===== src/hdl/csc_consts.svh =====
// constants for the command sequence controller
`ifndef CSC_CONSTS_SVH
`define CSC_CONSTS_SVH
`define CSC_ADDR_W 16
`define CSC_OP_W 6
`define CSC_CM_BASE 16'h0000
`define CSC_CM_LAST 16'h00ff
`define CSC_BOOT_BASE 16'hff00
`define CSC_BOOT_LAST 16'hffff
`define CSC_INT_VECTOR 16'h0100
`define CSC_OP_ADDK 6'h39
`define CSC_OP_FMT2 6'h28
`define CSC_BUFSEL_LO 6'h09
`define CSC_BUFSEL_HI 6'h0b
`define CSC_PH_FIRST 4'h0
`define CSC_PH_LAST 4'hf
`define CSC_PH_T31 4'h9
`define CSC_PH_MEM 4'h3
`endif


===== src/hdl/csc_pkg.sv =====
// types for the command sequence controller
`default_nettype none
package csc_pkg;
  typedef enum logic [3:0] {
    SEQ_IDLE = 4'b0000,
    SEQ_FETCH = 4'b0001,
    SEQ_RD1 = 4'b0010,
    SEQ_RD2 = 4'b0011,
    SEQ_WR = 4'b0100,
    SEQ_BUF1 = 4'b0101,
    SEQ_BUF2 = 4'b0110,
    SEQ_IO1 = 4'b0111,
    SEQ_IO2 = 4'b1000
  } csc_seq_t;
  // the plan an instruction carries: which sequences follow fetch
  typedef struct packed {
    logic rd1;
    logic rd2;
    logic wr;
    logic buf_setup;
    logic finish_in_next;
  } csc_plan_t;
  // memory request toward control memory, main memory or boot store
  typedef struct packed {
    logic strobe;
    logic write;
    logic to_ctrl;
    logic to_boot;
    logic [15:0] addr;
  } csc_mreq_t;
endpackage : csc_pkg
`default_nettype wire


===== src/hdl/csc_timing_chain.sv =====
// main timing chain: sixteen cycle.phase pulses per sequence
`timescale 1ns/1ps
`default_nettype none
`include "csc_consts.svh"
module csc_timing_chain
  import csc_pkg::*;
(
  // clock and reset
  input wire logic clk_sys_i,
  input wire logic rst_i,
  // control
  input wire logic run_i,
  // phase outputs
  output logic [3:0] phase_o,
  output logic [15:0] pulse_o,
  output logic last_o
);
  logic [3:0] next_phase;

  // count while a sequence is selected; index 0 is 4.4, 15 is 4.3
  always_comb begin
    next_phase = phase_o;
    if (run_i) begin
      next_phase = phase_o + 4'h1;
    end
  end

  always_ff @(posedge clk_sys_i) begin
    if (rst_i) begin
      phase_o <= `CSC_PH_FIRST;
    end else begin
      phase_o <= next_phase;
    end
  end

  // one-hot decode of the current phase
  genvar g;
  generate
    for (g = 0; g < 16; g++) begin : g_pulse
      assign pulse_o[g] = run_i && (phase_o == 4'(g));
    end
  endgenerate

  assign last_o = run_i && (phase_o == `CSC_PH_LAST);

  chk_wrap_to_first: assert property (
    @(posedge clk_sys_i) disable iff (rst_i)
    last_o |=> phase_o == `CSC_PH_FIRST)
    else $error("phase did not wrap after 4.3");
endmodule : csc_timing_chain
`default_nettype wire


===== src/hdl/csc_sequencer.sv =====
// command sequence controller: picks and runs sequences per instruction
// Contract
// - Sixteen timing pulses, 4.4 then 1.1 through 4.3, run per sequence.
// - Sequences follow a fixed order per instruction, at most four.
// - Every instruction starts with the fetch sequence reading its word.
// - Instructions needing a memory operand run one or two read sequences.
// - The write sequence stores the result to the given location.
// - Buffer setup ops copy the next two words to control memory and arm.
// - First transfer sequence reads, compares unless in continuous transfer mode, writes back, moves a word.
// - Second transfer runs only in dual or link mode when ending a buffer.
// - An interrupt runs beside fetch and forces a fixed address.
// - Commands fire at set phases, conditional ones only when true.
// - At 3.1 of fetch for op 71 the lower accumulator feeds the selector.
// - Control memory addresses, buffer setup and first transfer go to control memory, all else to main.
// - In fixed boot mode, boot addresses return their fixed contents.
// - In main memory mode, shadowed addresses are ordinary main memory.
// - Some instructions finish during the next instruction's fetch.
`timescale 1ns/1ps
`default_nettype none
`include "csc_consts.svh"
module csc_sequencer
  import csc_pkg::*;
#(
  parameter int ADDR_W = `CSC_ADDR_W
) (
  // clock and reset
  input wire logic clk_sys_i,
  input wire logic rst_i,
  // control and modes
  input wire logic run_i,
  input wire logic fixed_boot_store_i,
  input wire logic dual_mode_i,
  input wire logic external_link_mode_i,
  input wire logic continuous_transfer_mode_i,
  // events
  input wire logic fault_int_i,
  input wire logic io_int_i,
  input wire logic io_request_i,
  input wire logic buf_terminate_i,
  // decoded instruction, valid in fetch from phase 3.1
  input wire logic [5:0] opcode_i,
  input wire logic [ADDR_W-1:0] operand_addr_i,
  input wire csc_plan_t plan_i,
  // memory request
  output csc_mreq_t mreq_o,
  // sequence and timing state
  output csc_seq_t seq_o,
  output logic [3:0] phase_o,
  output logic [15:0] pulse_o,
  // commands
  output logic al_to_selector_o,
  output logic finish_prev_o,
  output logic buf_arm_o,
  output logic io_compare_o,
  output logic io_writeback_o,
  output logic int_active_o
);
  // sequence state
  csc_seq_t seq;
  csc_seq_t next_seq;
  csc_plan_t plan;
  csc_plan_t next_plan;
  logic [ADDR_W-1:0] pc;
  logic [ADDR_W-1:0] next_pc;
  logic [ADDR_W-1:0] maddr;
  logic [ADDR_W-1:0] next_maddr;
  logic int_pend;
  logic next_int_pend;
  logic io_pend;
  logic next_io_pend;
  logic finish_pend;
  logic next_finish_pend;
  logic last;
  logic running;

  assign running = (seq != SEQ_IDLE);

  csc_timing_chain csc_timing_chain_inst (
    .clk_sys_i(clk_sys_i),
    .rst_i(rst_i),
    .run_i(running),
    .phase_o(phase_o),
    .pulse_o(pulse_o),
    .last_o(last)
  );

  // address for the memory phase of each sequence; reads and the write
  // keep the operand caught at 3.1, the rest follow the new counter
  always_comb begin
    next_maddr = maddr;
    if (seq == SEQ_IDLE) begin
      next_maddr = pc;
    end else if (last && next_seq != SEQ_RD1 && next_seq != SEQ_RD2
                 && next_seq != SEQ_WR) begin
      next_maddr = next_pc;
    end
    if (seq == SEQ_FETCH && pulse_o[`CSC_PH_T31]) begin
      next_maddr = operand_addr_i;
    end
  end

  // sequence selection: fixed order fetch, reads, write, buffer, transfer
  always_comb begin
    next_seq = seq;
    next_plan = plan;
    next_pc = pc;
    // events set wins over the clear on the same edge
    next_int_pend = int_pend | fault_int_i | io_int_i;
    next_io_pend = io_pend | io_request_i;
    next_finish_pend = finish_pend;
    if (seq == SEQ_IDLE) begin
      if (run_i) begin
        next_seq = SEQ_FETCH;
      end
    end else if (last) begin
      case (seq)
        SEQ_FETCH: begin
          next_plan = plan_i;
          next_finish_pend = plan_i.finish_in_next;
          if (int_pend) begin
            next_int_pend = fault_int_i | io_int_i;
          end
          if (plan_i.buf_setup && opcode_i == `CSC_OP_FMT2) begin
            next_seq = SEQ_BUF1;
          end else if (plan_i.rd1) begin
            next_seq = SEQ_RD1;
          end else if (plan_i.wr) begin
            next_seq = SEQ_WR;
          end else begin
            next_seq = SEQ_FETCH;
          end
          next_pc = int_pend ? ADDR_W'(`CSC_INT_VECTOR)
                    : pc + ADDR_W'(1);
        end
        SEQ_RD1: begin
          next_seq = plan.rd2 ? SEQ_RD2 : (plan.wr ? SEQ_WR : SEQ_FETCH);
        end
        SEQ_RD2: begin
          next_seq = plan.wr ? SEQ_WR : SEQ_FETCH;
        end
        SEQ_BUF1: begin
          next_seq = SEQ_BUF2;
          next_pc = pc + ADDR_W'(1);
        end
        SEQ_BUF2: begin
          next_seq = SEQ_FETCH;
          next_pc = pc + ADDR_W'(1);
        end
        SEQ_IO1: begin
          next_io_pend = io_request_i;
          next_seq = ((dual_mode_i || external_link_mode_i) && buf_terminate_i)
                     ? SEQ_IO2 : SEQ_FETCH;
        end
        default: begin
          next_seq = SEQ_FETCH;
        end
      endcase
      // transfer requests slot in ahead of the next fetch
      if (next_seq == SEQ_FETCH && io_pend && seq != SEQ_IO1) begin
        next_seq = SEQ_IO1;
      end
      if (!run_i && next_seq == SEQ_FETCH) begin
        next_seq = SEQ_IDLE;
      end
      if (seq == SEQ_FETCH && !plan_i.finish_in_next && finish_pend) begin
        next_finish_pend = 1'b0;
      end
    end
  end

  always_ff @(posedge clk_sys_i) begin
    if (rst_i) begin
      seq <= SEQ_IDLE;
      plan <= '0;
      pc <= '0;
      maddr <= '0;
      int_pend <= 1'b0;
      io_pend <= 1'b0;
      finish_pend <= 1'b0;
    end else begin
      seq <= next_seq;
      plan <= next_plan;
      pc <= next_pc;
      maddr <= next_maddr;
      int_pend <= next_int_pend;
      io_pend <= next_io_pend;
      finish_pend <= next_finish_pend;
    end
  end

  // memory request and command decode at fixed phases
  csc_mreq_t next_mreq;
  logic next_al_sel;
  logic next_finish;
  logic next_arm;
  logic next_cmp;
  logic next_wb;
  logic in_cm;
  logic in_boot;

  always_comb begin
    in_cm = (maddr >= `CSC_CM_BASE) && (maddr <= `CSC_CM_LAST);
    in_boot = (maddr >= `CSC_BOOT_BASE) && (maddr <= `CSC_BOOT_LAST);
    next_mreq = '0;
    next_mreq.strobe = running && pulse_o[`CSC_PH_MEM];
    next_mreq.write = (seq == SEQ_WR) || (seq == SEQ_BUF1)
                      || (seq == SEQ_BUF2);
    next_mreq.addr = 16'(maddr);
    next_mreq.to_ctrl = in_cm || (seq == SEQ_BUF1) || (seq == SEQ_BUF2)
                        || (seq == SEQ_IO1);
    // boot reads only; main memory mode leaves the range ordinary
    next_mreq.to_boot = in_boot && fixed_boot_store_i
                        && !next_mreq.write;
    next_al_sel = (seq == SEQ_FETCH) && pulse_o[`CSC_PH_T31]
                  && (opcode_i == `CSC_OP_ADDK);
    next_finish = (seq == SEQ_FETCH) && finish_pend
                  && pulse_o[1];
    next_arm = (seq == SEQ_BUF2) && last;
    next_cmp = (seq == SEQ_IO1) && pulse_o[`CSC_PH_T31]
               && !continuous_transfer_mode_i;
    next_wb = (seq == SEQ_IO1) && pulse_o[12];
  end

  always_ff @(posedge clk_sys_i) begin
    if (rst_i) begin
      mreq_o <= '0;
      al_to_selector_o <= 1'b0;
      finish_prev_o <= 1'b0;
      buf_arm_o <= 1'b0;
      io_compare_o <= 1'b0;
      io_writeback_o <= 1'b0;
      int_active_o <= 1'b0;
    end else begin
      mreq_o <= next_mreq;
      al_to_selector_o <= next_al_sel;
      finish_prev_o <= next_finish;
      buf_arm_o <= next_arm;
      io_compare_o <= next_cmp;
      io_writeback_o <= next_wb;
      int_active_o <= int_pend && (seq == SEQ_FETCH);
    end
  end

  assign seq_o = seq;

  chk_seq_holds_phase: assert property (
    @(posedge clk_sys_i) disable iff (rst_i)
    (running && !last) |=> seq == $past(seq))
    else $error("sequence changed before its last phase");
  chk_io2_cond: assert property (
    @(posedge clk_sys_i) disable iff (rst_i)
    (seq != SEQ_IO2 ##1 seq == SEQ_IO2) |-> $past(seq) == SEQ_IO1)
    else $error("second transfer not after first");
  chk_addk_select: assert property (
    @(posedge clk_sys_i) disable iff (rst_i)
    (seq == SEQ_FETCH && phase_o == `CSC_PH_T31 && opcode_i == `CSC_OP_ADDK)
    |=> al_to_selector_o)
    else $error("lower accumulator not routed at 3.1");
  chk_ctrl_route: assert property (
    @(posedge clk_sys_i) disable iff (rst_i)
    (mreq_o.strobe && mreq_o.addr <= `CSC_CM_LAST) |-> mreq_o.to_ctrl)
    else $error("control address sent to main memory");
  chk_boot_route: assert property (
    @(posedge clk_sys_i) disable iff (rst_i)
    mreq_o.to_boot |-> $past(fixed_boot_store_i))
    else $error("boot store used in main memory mode");
  chk_buf_pair: assert property (
    @(posedge clk_sys_i) disable iff (rst_i)
    (seq == SEQ_BUF1 && last) |=> seq == SEQ_BUF2)
    else $error("buffer setup did not take two words");
  chk_rd_after: assert property (
    @(posedge clk_sys_i) disable iff (rst_i)
    (seq == SEQ_RD2) |-> ##[0:15] (seq == SEQ_RD2 && last))
    else $error("read sequence overran");
  chk_start_fetch: assert property (
    @(posedge clk_sys_i) disable iff (rst_i)
    (seq == SEQ_IDLE && run_i) |=> seq == SEQ_FETCH)
    else $error("instruction did not begin with fetch");
endmodule : csc_sequencer
`default_nettype wire


===== config.mk =====
export PLATFORM = sky130hd
export DESIGN_NAME = csc_sequencer
export DESIGN_NICKNAME = d
export VERILOG_FILES = /design/src/hdl/csc_pkg.sv /design/src/hdl/csc_timing_chain.sv /design/src/hdl/csc_sequencer.sv
export VERILOG_INCLUDE_DIRS = /design/src /design/src/hdl
export SDC_FILE = /design/constraint.sdc
export NUM_CORES = 1
export LEC_CHECK = 0
export BUFFER_PORTS_ARGS = -buffer_cell sky130_fd_sc_hd__clkbuf_2
export CORE_MARGIN = 2
export CORE_UTILIZATION = 55
export CTS_BUF_LIST = sky130_fd_sc_hd__clkbuf_8
export CTS_CLUSTER_DIAMETER = 80
export CTS_CLUSTER_SIZE = 30
export DETAILED_ROUTE_END_ITERATION = 16
export PLACE_DENSITY = 0.84
export SETUP_SLACK_MARGIN = 0.02
export SLEW_MARGIN = 20
export SYNTH_ARGS = -nofsm -noshare
export SYNTH_HDL_FRONTEND = slang
export SYNTH_SLANG_ARGS = --single-unit

===== constraint.sdc =====
create_clock -name clk_sys_i -period 3.3 [get_ports clk_sys_i]
set_input_delay 0.66 -clock clk_sys_i [delete_from_list [all_inputs] [get_ports clk_sys_i]]
set_output_delay 0.66 -clock clk_sys_i [all_outputs]
set_load 0.01 [all_outputs]

==> impl_results.html <==
<table>
<tr><th>Metric</th><th>Value</th></tr>
<tr><th colspan="2">Yosys</th></tr>
<tr><td>Post-synthesis sequential area ratio</td><td>0.414</td></tr>
<tr><td>Post-synthesis instance area</td><td>3430 sq um</td></tr>
<tr><td>Synth Flop Type</td><td>sky130_fd_sc_hd__dfxtp_1</td></tr>
<tr><td>Post-synth ARST share</td><td>0</td></tr>
<tr><td>Library cell with the largest summed area after synthesis</td><td>sky130_fd_sc_hd__dfxtp_1</td></tr>
<tr><td>Cell types with the largest area share after synthesis</td><td>sky130_fd_sc_hd__dfxtp_1 (41%), sky130_fd_sc_hd__nor2_1 (5.9%), sky130_fd_sc_hd__nor2b_1 (4.6%)</td></tr>
<tr><td>Post-synthesis net count</td><td>441</td></tr>
<tr><td>Top cell type's share of synthesized area</td><td>0.414</td></tr>
<tr><td>Per-instance average area after synthesis</td><td>8.62 sq um</td></tr>
<tr><td>Synth cell types</td><td>69</td></tr>
<tr><td>Number of flops mapped to enable cells by yosys</td><td>0</td></tr>
<tr><td>Most used standard cell by instance count after synthesis</td><td>sky130_fd_sc_hd__dfxtp_1</td></tr>
<tr><td>Post-synthesis cell count</td><td>398</td></tr>
<tr><td>Synth Register Bits</td><td>71</td></tr>
<tr><td>Yosys synthesis warning count</td><td>0</td></tr>
<tr><td>Ranking of synthesized cells by instance count</td><td>sky130_fd_sc_hd__dfxtp_1 (71), sky130_fd_sc_hd__nor2_1 (54), sky130_fd_sc_hd__nand2_1 (39)</td></tr>
<tr><th colspan="2">Min path</th></tr>
<tr><td>Startpoint of the lowest-slack hold path</td><td>continuous_transfer_mode_i</td></tr>
<tr><td>Hold Crit Class</td><td>primary input to flip-flop</td></tr>
<tr><td>WHS Path Cells</td><td>2</td></tr>
<tr><td>Hold endpoint</td><td>io_compare_o</td></tr>
<tr><th colspan="2">Placed design</th></tr>
<tr><td>Detailed Place HPWL</td><td>5940 um</td></tr>
<tr><td>Minimum setup slack after placement</td><td>0.336 ns</td></tr>
<tr><td>Number of port buffers</td><td>87</td></tr>
<tr><td>Post-place instance area</td><td>3890 sq um</td></tr>
<tr><td>Routability-driven placement congestion ratio</td><td>0.902</td></tr>
<tr><th colspan="2">Detailed routing</th></tr>
<tr><td>Detailed-route vias per instance</td><td>5.69</td></tr>
<tr><td>Average wire per cell in the routed design</td><td>14.5 um</td></tr>
<tr><td>DR WL met3</td><td>467 um</td></tr>
<tr><td>Detailed-route via count</td><td>3188</td></tr>
<tr><td>Antenna-violating nets left</td><td>0</td></tr>
<tr><td>Top layer in use</td><td>met4</td></tr>
<tr><td>Number of detailed-routing iterations run before antenna repair</td><td>4</td></tr>
<tr><td>Wire length after detailed routing</td><td>8140 um</td></tr>
<tr><td>Wire length on met2</td><td>3900 um</td></tr>
<tr><td>Number of DRC violations after detailed routing</td><td>0</td></tr>
<tr><td>Initial DRC count</td><td>184</td></tr>
<tr><td>Met1 Routed Length</td><td>3570 um</td></tr>
<tr><th colspan="2">Clocking</th></tr>
<tr><td>Number of CTS-inserted buffers</td><td>9</td></tr>
<tr><td># hold bufs at CTS</td><td>0</td></tr>
<tr><td>Clock transition at the registers of the reported paths</td><td>0.08 ns</td></tr>
<tr><td>H-tree levels</td><td>3</td></tr>
<tr><td>TritonCTS clock tree</td><td>built</td></tr>
<tr><td>Clk buf depth</td><td>2</td></tr>
<tr><td>Clock sink count</td><td>71</td></tr>
<tr><td>CTS Root Buffer Type</td><td>sky130_fd_sc_hd__clkbuf_8</td></tr>
<tr><td>Count of instances resized after the clock tree is built</td><td>0</td></tr>
<tr><td>Worst-Skew Late Latency</td><td>0.36 ns</td></tr>
<tr><td>Post-CTS setup buffers</td><td>0</td></tr>
<tr><th colspan="2">STA</th></tr>
<tr><td>Clock Skew</td><td>0.00622 ns</td></tr>
<tr><td>Slew Limit Headroom</td><td>0.521</td></tr>
<tr><td>Time the final worst path needs with I/O delays and setup</td><td>2.76 ns</td></tr>
<tr><td>Worst Setup Slack, final</td><td>0.541 ns</td></tr>
<tr><td>Total negative setup slack</td><td>0 ns</td></tr>
<tr><td>Count of endpoints failing setup in the final report</td><td>0</td></tr>
<tr><td>Max-slew violation count</td><td>0</td></tr>
<tr><td>Final hold violations</td><td>0</td></tr>
<tr><td>Max frequency</td><td>362 MHz</td></tr>
<tr><td>Unrepaired setup endpoints after global routing</td><td>no</td></tr>
<tr><td>Least-Margin Pin Slew</td><td>0.719 ns</td></tr>
<tr><td>Final critical-path share of the clock period</td><td>0.836</td></tr>
<tr><th colspan="2">Power</th></tr>
<tr><td>Switching Power</td><td>0.000437 W</td></tr>
<tr><td>Total power consumption of the routed design</td><td>0.00165 W</td></tr>
<tr><td>Leakage power</td><td>1.72 nW</td></tr>
<tr><td>Worst supply voltage drop on vdd</td><td>314 uV</td></tr>
<tr><td>Proportion of power drawn by flip-flops and latches</td><td>0.531</td></tr>
<tr><td>Switching share of power</td><td>0.265</td></tr>
<tr><td>Internal power contribution</td><td>0.00121 W</td></tr>
<tr><td>Logic gate share of total power</td><td>0.080</td></tr>
<tr><td>Power Dens Cells</td><td>405 nW/um^2</td></tr>
<tr><td>Share of total power in the clock network</td><td>0.390</td></tr>
<tr><th colspan="2">Floorplanning</th></tr>
<tr><td>Die footprint</td><td>6890 sq um</td></tr>
<tr><td>Total number of placement rows</td><td>28</td></tr>
<tr><td>Core region area</td><td>5990 sq um</td></tr>
<tr><td>Initial Util</td><td>0.573</td></tr>
<tr><td>Number of placed I/O pins</td><td>88</td></tr>
<tr><td>DIE HEIGHT</td><td>83.0 um</td></tr>
<tr><td>Die X-Extent</td><td>83.0 um</td></tr>
<tr><th colspan="2">Global routing</th></tr>
<tr><td>GRT Overall Usage</td><td>0.238</td></tr>
<tr><td>Pin count of the biggest net entering global routing</td><td>38</td></tr>
<tr><td>Total congestion overflow after global routing</td><td>0</td></tr>
<tr><td>Vias in the first global route</td><td>2929</td></tr>
<tr><td>Number of antenna violations at the first check in global routing</td><td>0</td></tr>
<tr><td>Wire length of the first global-routing pass</td><td>13400 um</td></tr>
<tr><th colspan="2">Critical path</th></tr>
<tr><td>Arrival time at the worst endpoint</td><td>3.00 ns</td></tr>
<tr><td>Worst r2r src</td><td>seq_o[1]</td></tr>
<tr><td>Critical path's slowest cell</td><td>sky130_fd_sc_hd__dfxtp_1</td></tr>
<tr><td>Capturing element type of the critical path</td><td>flip-flop</td></tr>
<tr><td>CP cell instances</td><td>nor4b_2 -&gt; buf_4 -&gt; and3_1 -&gt; nor2_1 -&gt; nand3_2 -&gt; o2bb2ai_4 -&gt; buf_4 -&gt; mux2i_1 -&gt; nor2_1</td></tr>
<tr><td>Required time of the worst setup path</td><td>3.54 ns</td></tr>
<tr><td>Kind of start point of the critical path</td><td>flip-flop</td></tr>
<tr><td>Biggest fanout along the worst timing path</td><td>18</td></tr>
<tr><td>Type of the setup path with the least slack</td><td>flip-flop to flip-flop</td></tr>
<tr><td>Endpoint of the lowest-slack register-to-register path</td><td>maddr[12]</td></tr>
<tr><td>Worst-case register-to-register setup slack</td><td>0.54 ns</td></tr>
<tr><td>Depth of the most critical reg-to-reg path</td><td>9</td></tr>
<tr><td>Critical path's largest stage delay</td><td>0.75 ns</td></tr>
<tr><th colspan="2">Cells and area</th></tr>
<tr><td>Fraction of layout instances using a drive strength above 1</td><td>0.268</td></tr>
<tr><td>Number of nets in the layout</td><td>523</td></tr>
<tr><td>Design area</td><td>4070 sq um</td></tr>
<tr><td>Diodes inserted</td><td>0</td></tr>
<tr><td>Layout-stage area growth over the synthesis result</td><td>18.7%</td></tr>
<tr><th colspan="2">Job</th></tr>
<tr><td>Maximum Capacitance Violations</td><td>0</td></tr>
<tr><th colspan="2">Status</th></tr>
<tr><td>Outcome</td><td>finished, final reports clean</td></tr>
</table>
state kept, by name, indices dropped and copies added, names as in the netlist:
name and cells:
maddr 16, pc 16, int_active_o 1, buf_arm_o 1, mreq_o 20, plan 2
int_pend 1, io_pend 1, finish_prev_o 1, io_compare_o 1, finish_pend 1, seq_o 4
csc_timing_chain_inst.phase_o 4, al_to_selector_o 1, io_writeback_o 1
worst max-delay path: cells and delay by family, from the launching register on:
kind,cells,cell delay [ns]
and+or+nand+nor,5,0.80
muxes,1,0.20
AOI/OAI and AO/OA,1,0.44
buffers and inverters,2,0.45
DFF,1,0.75
worst max path at each step:
stage | start | end | cells after the start
after detailed placement | opcode_i[1] | maddr[12] | 9
after global placement | opcode_i[1] | maddr[12] | 9
after CTS | seq_o[1] | maddr[12] | 9
after floorplan | opcode_i[1] | maddr[6] | 8
after global routing | csc_timing_chain_inst.phase_o[3] | maddr[11] | 7
final | seq_o[1] | maddr[12] | 9
routing by layer:
metal / GRT usage / up-vias
li1: - / 1580
met1: 0.287 / 1486
met2: 0.405 / 104
met3: 0.0517 / 18
met4: 0.104 / 0
met5: 0 / -
layout make-up:
type / instances / area (sq um)
Fill cell: 491 / 1920
Multi-Input combinational cell: 296 / 1860
Sequential cell: 71 / 1420
Timing Repair Buffer: 93 / 480
Clock buffer: 10 / 138
Tap cell: 75 / 93.8
Clock inverter: 6 / 46.3
Inverter: 9 / 33.8
layout by cell type, fill, tap and decap left out, types with 3 or more instances in the layout:
cell type,n
sky130_fd_sc_hd__nand2_1,39
sky130_fd_sc_hd__and2_1,3
sky130_fd_sc_hd__a21oi_1,26
sky130_fd_sc_hd__a22o_1,5
sky130_fd_sc_hd__xor2_1,4
sky130_fd_sc_hd__o21ai_0,9
sky130_fd_sc_hd__buf_4,6
sky130_fd_sc_hd__mux2i_1,5
sky130_fd_sc_hd__dfxtp_1,71
sky130_fd_sc_hd__ha_1,5
sky130_fd_sc_hd__clkbuf_2,87
sky130_fd_sc_hd__o21ai_1,4
sky130_fd_sc_hd__nand4_1,10
sky130_fd_sc_hd__nor2b_1,25
sky130_fd_sc_hd__nor3_1,12
sky130_fd_sc_hd__clkinv_4,3
sky130_fd_sc_hd__nand2b_1,6
sky130_fd_sc_hd__a211oi_1,3
sky130_fd_sc_hd__nand3_1,9
sky130_fd_sc_hd__inv_1,9
sky130_fd_sc_hd__o31ai_1,4
sky130_fd_sc_hd__a211o_1,5
sky130_fd_sc_hd__nor4_1,9
sky130_fd_sc_hd__a22oi_1,3
sky130_fd_sc_hd__clkbuf_8,10
sky130_fd_sc_hd__nor2_1,54
sky130_fd_sc_hd__and3_1,5
sky130_fd_sc_hd__a31oi_1,3
through the flow:
| step | std cells | util | hold WS [ns] |
|---|---|---|---|
| final | 560 | 0.680 | 0.452 |
| after global routing | 560 | 0.680 | 0.441 |
| after CTS | 560 | 0.680 | 0.449 |
| after detailed placement | 544 | 0.649 | 0.450 |
| after global placement | 544 | 0.649 | 0.442 |
| after floorplan | 398 | - | 0.415 |
power groups by stage:
stage          Sequential (W)  Combinational [W]  Clock, W
6_report             0.000875           0.000131  0.000643
5_1_grt              0.000877           0.000143  0.000689
4_1_cts              0.000875           0.000131  0.000648
3_5_place_dp         0.000895           0.000130         0
3_3_place_gp         0.000895           0.000128         0
2_1_floorplan        0.000894          0.0000832         0
logic make-up (layout without fill, tap and decap cells):
kind of cell               after synthesis  count (layout)  share of synthesized area
AOI/OAI and AO/OA                       87              87                      0.191
xor gates and xnor gates                 4               4                     0.0102
adders and majority gates                5               5                     0.0182
buffers and inverters                   31             118                     0.0434
DFF                                     71              71                      0.414
muxes                                    7               7                     0.0212
and+or+nand+nor                        193             193                      0.301
(Power assumes the default switching activity.)
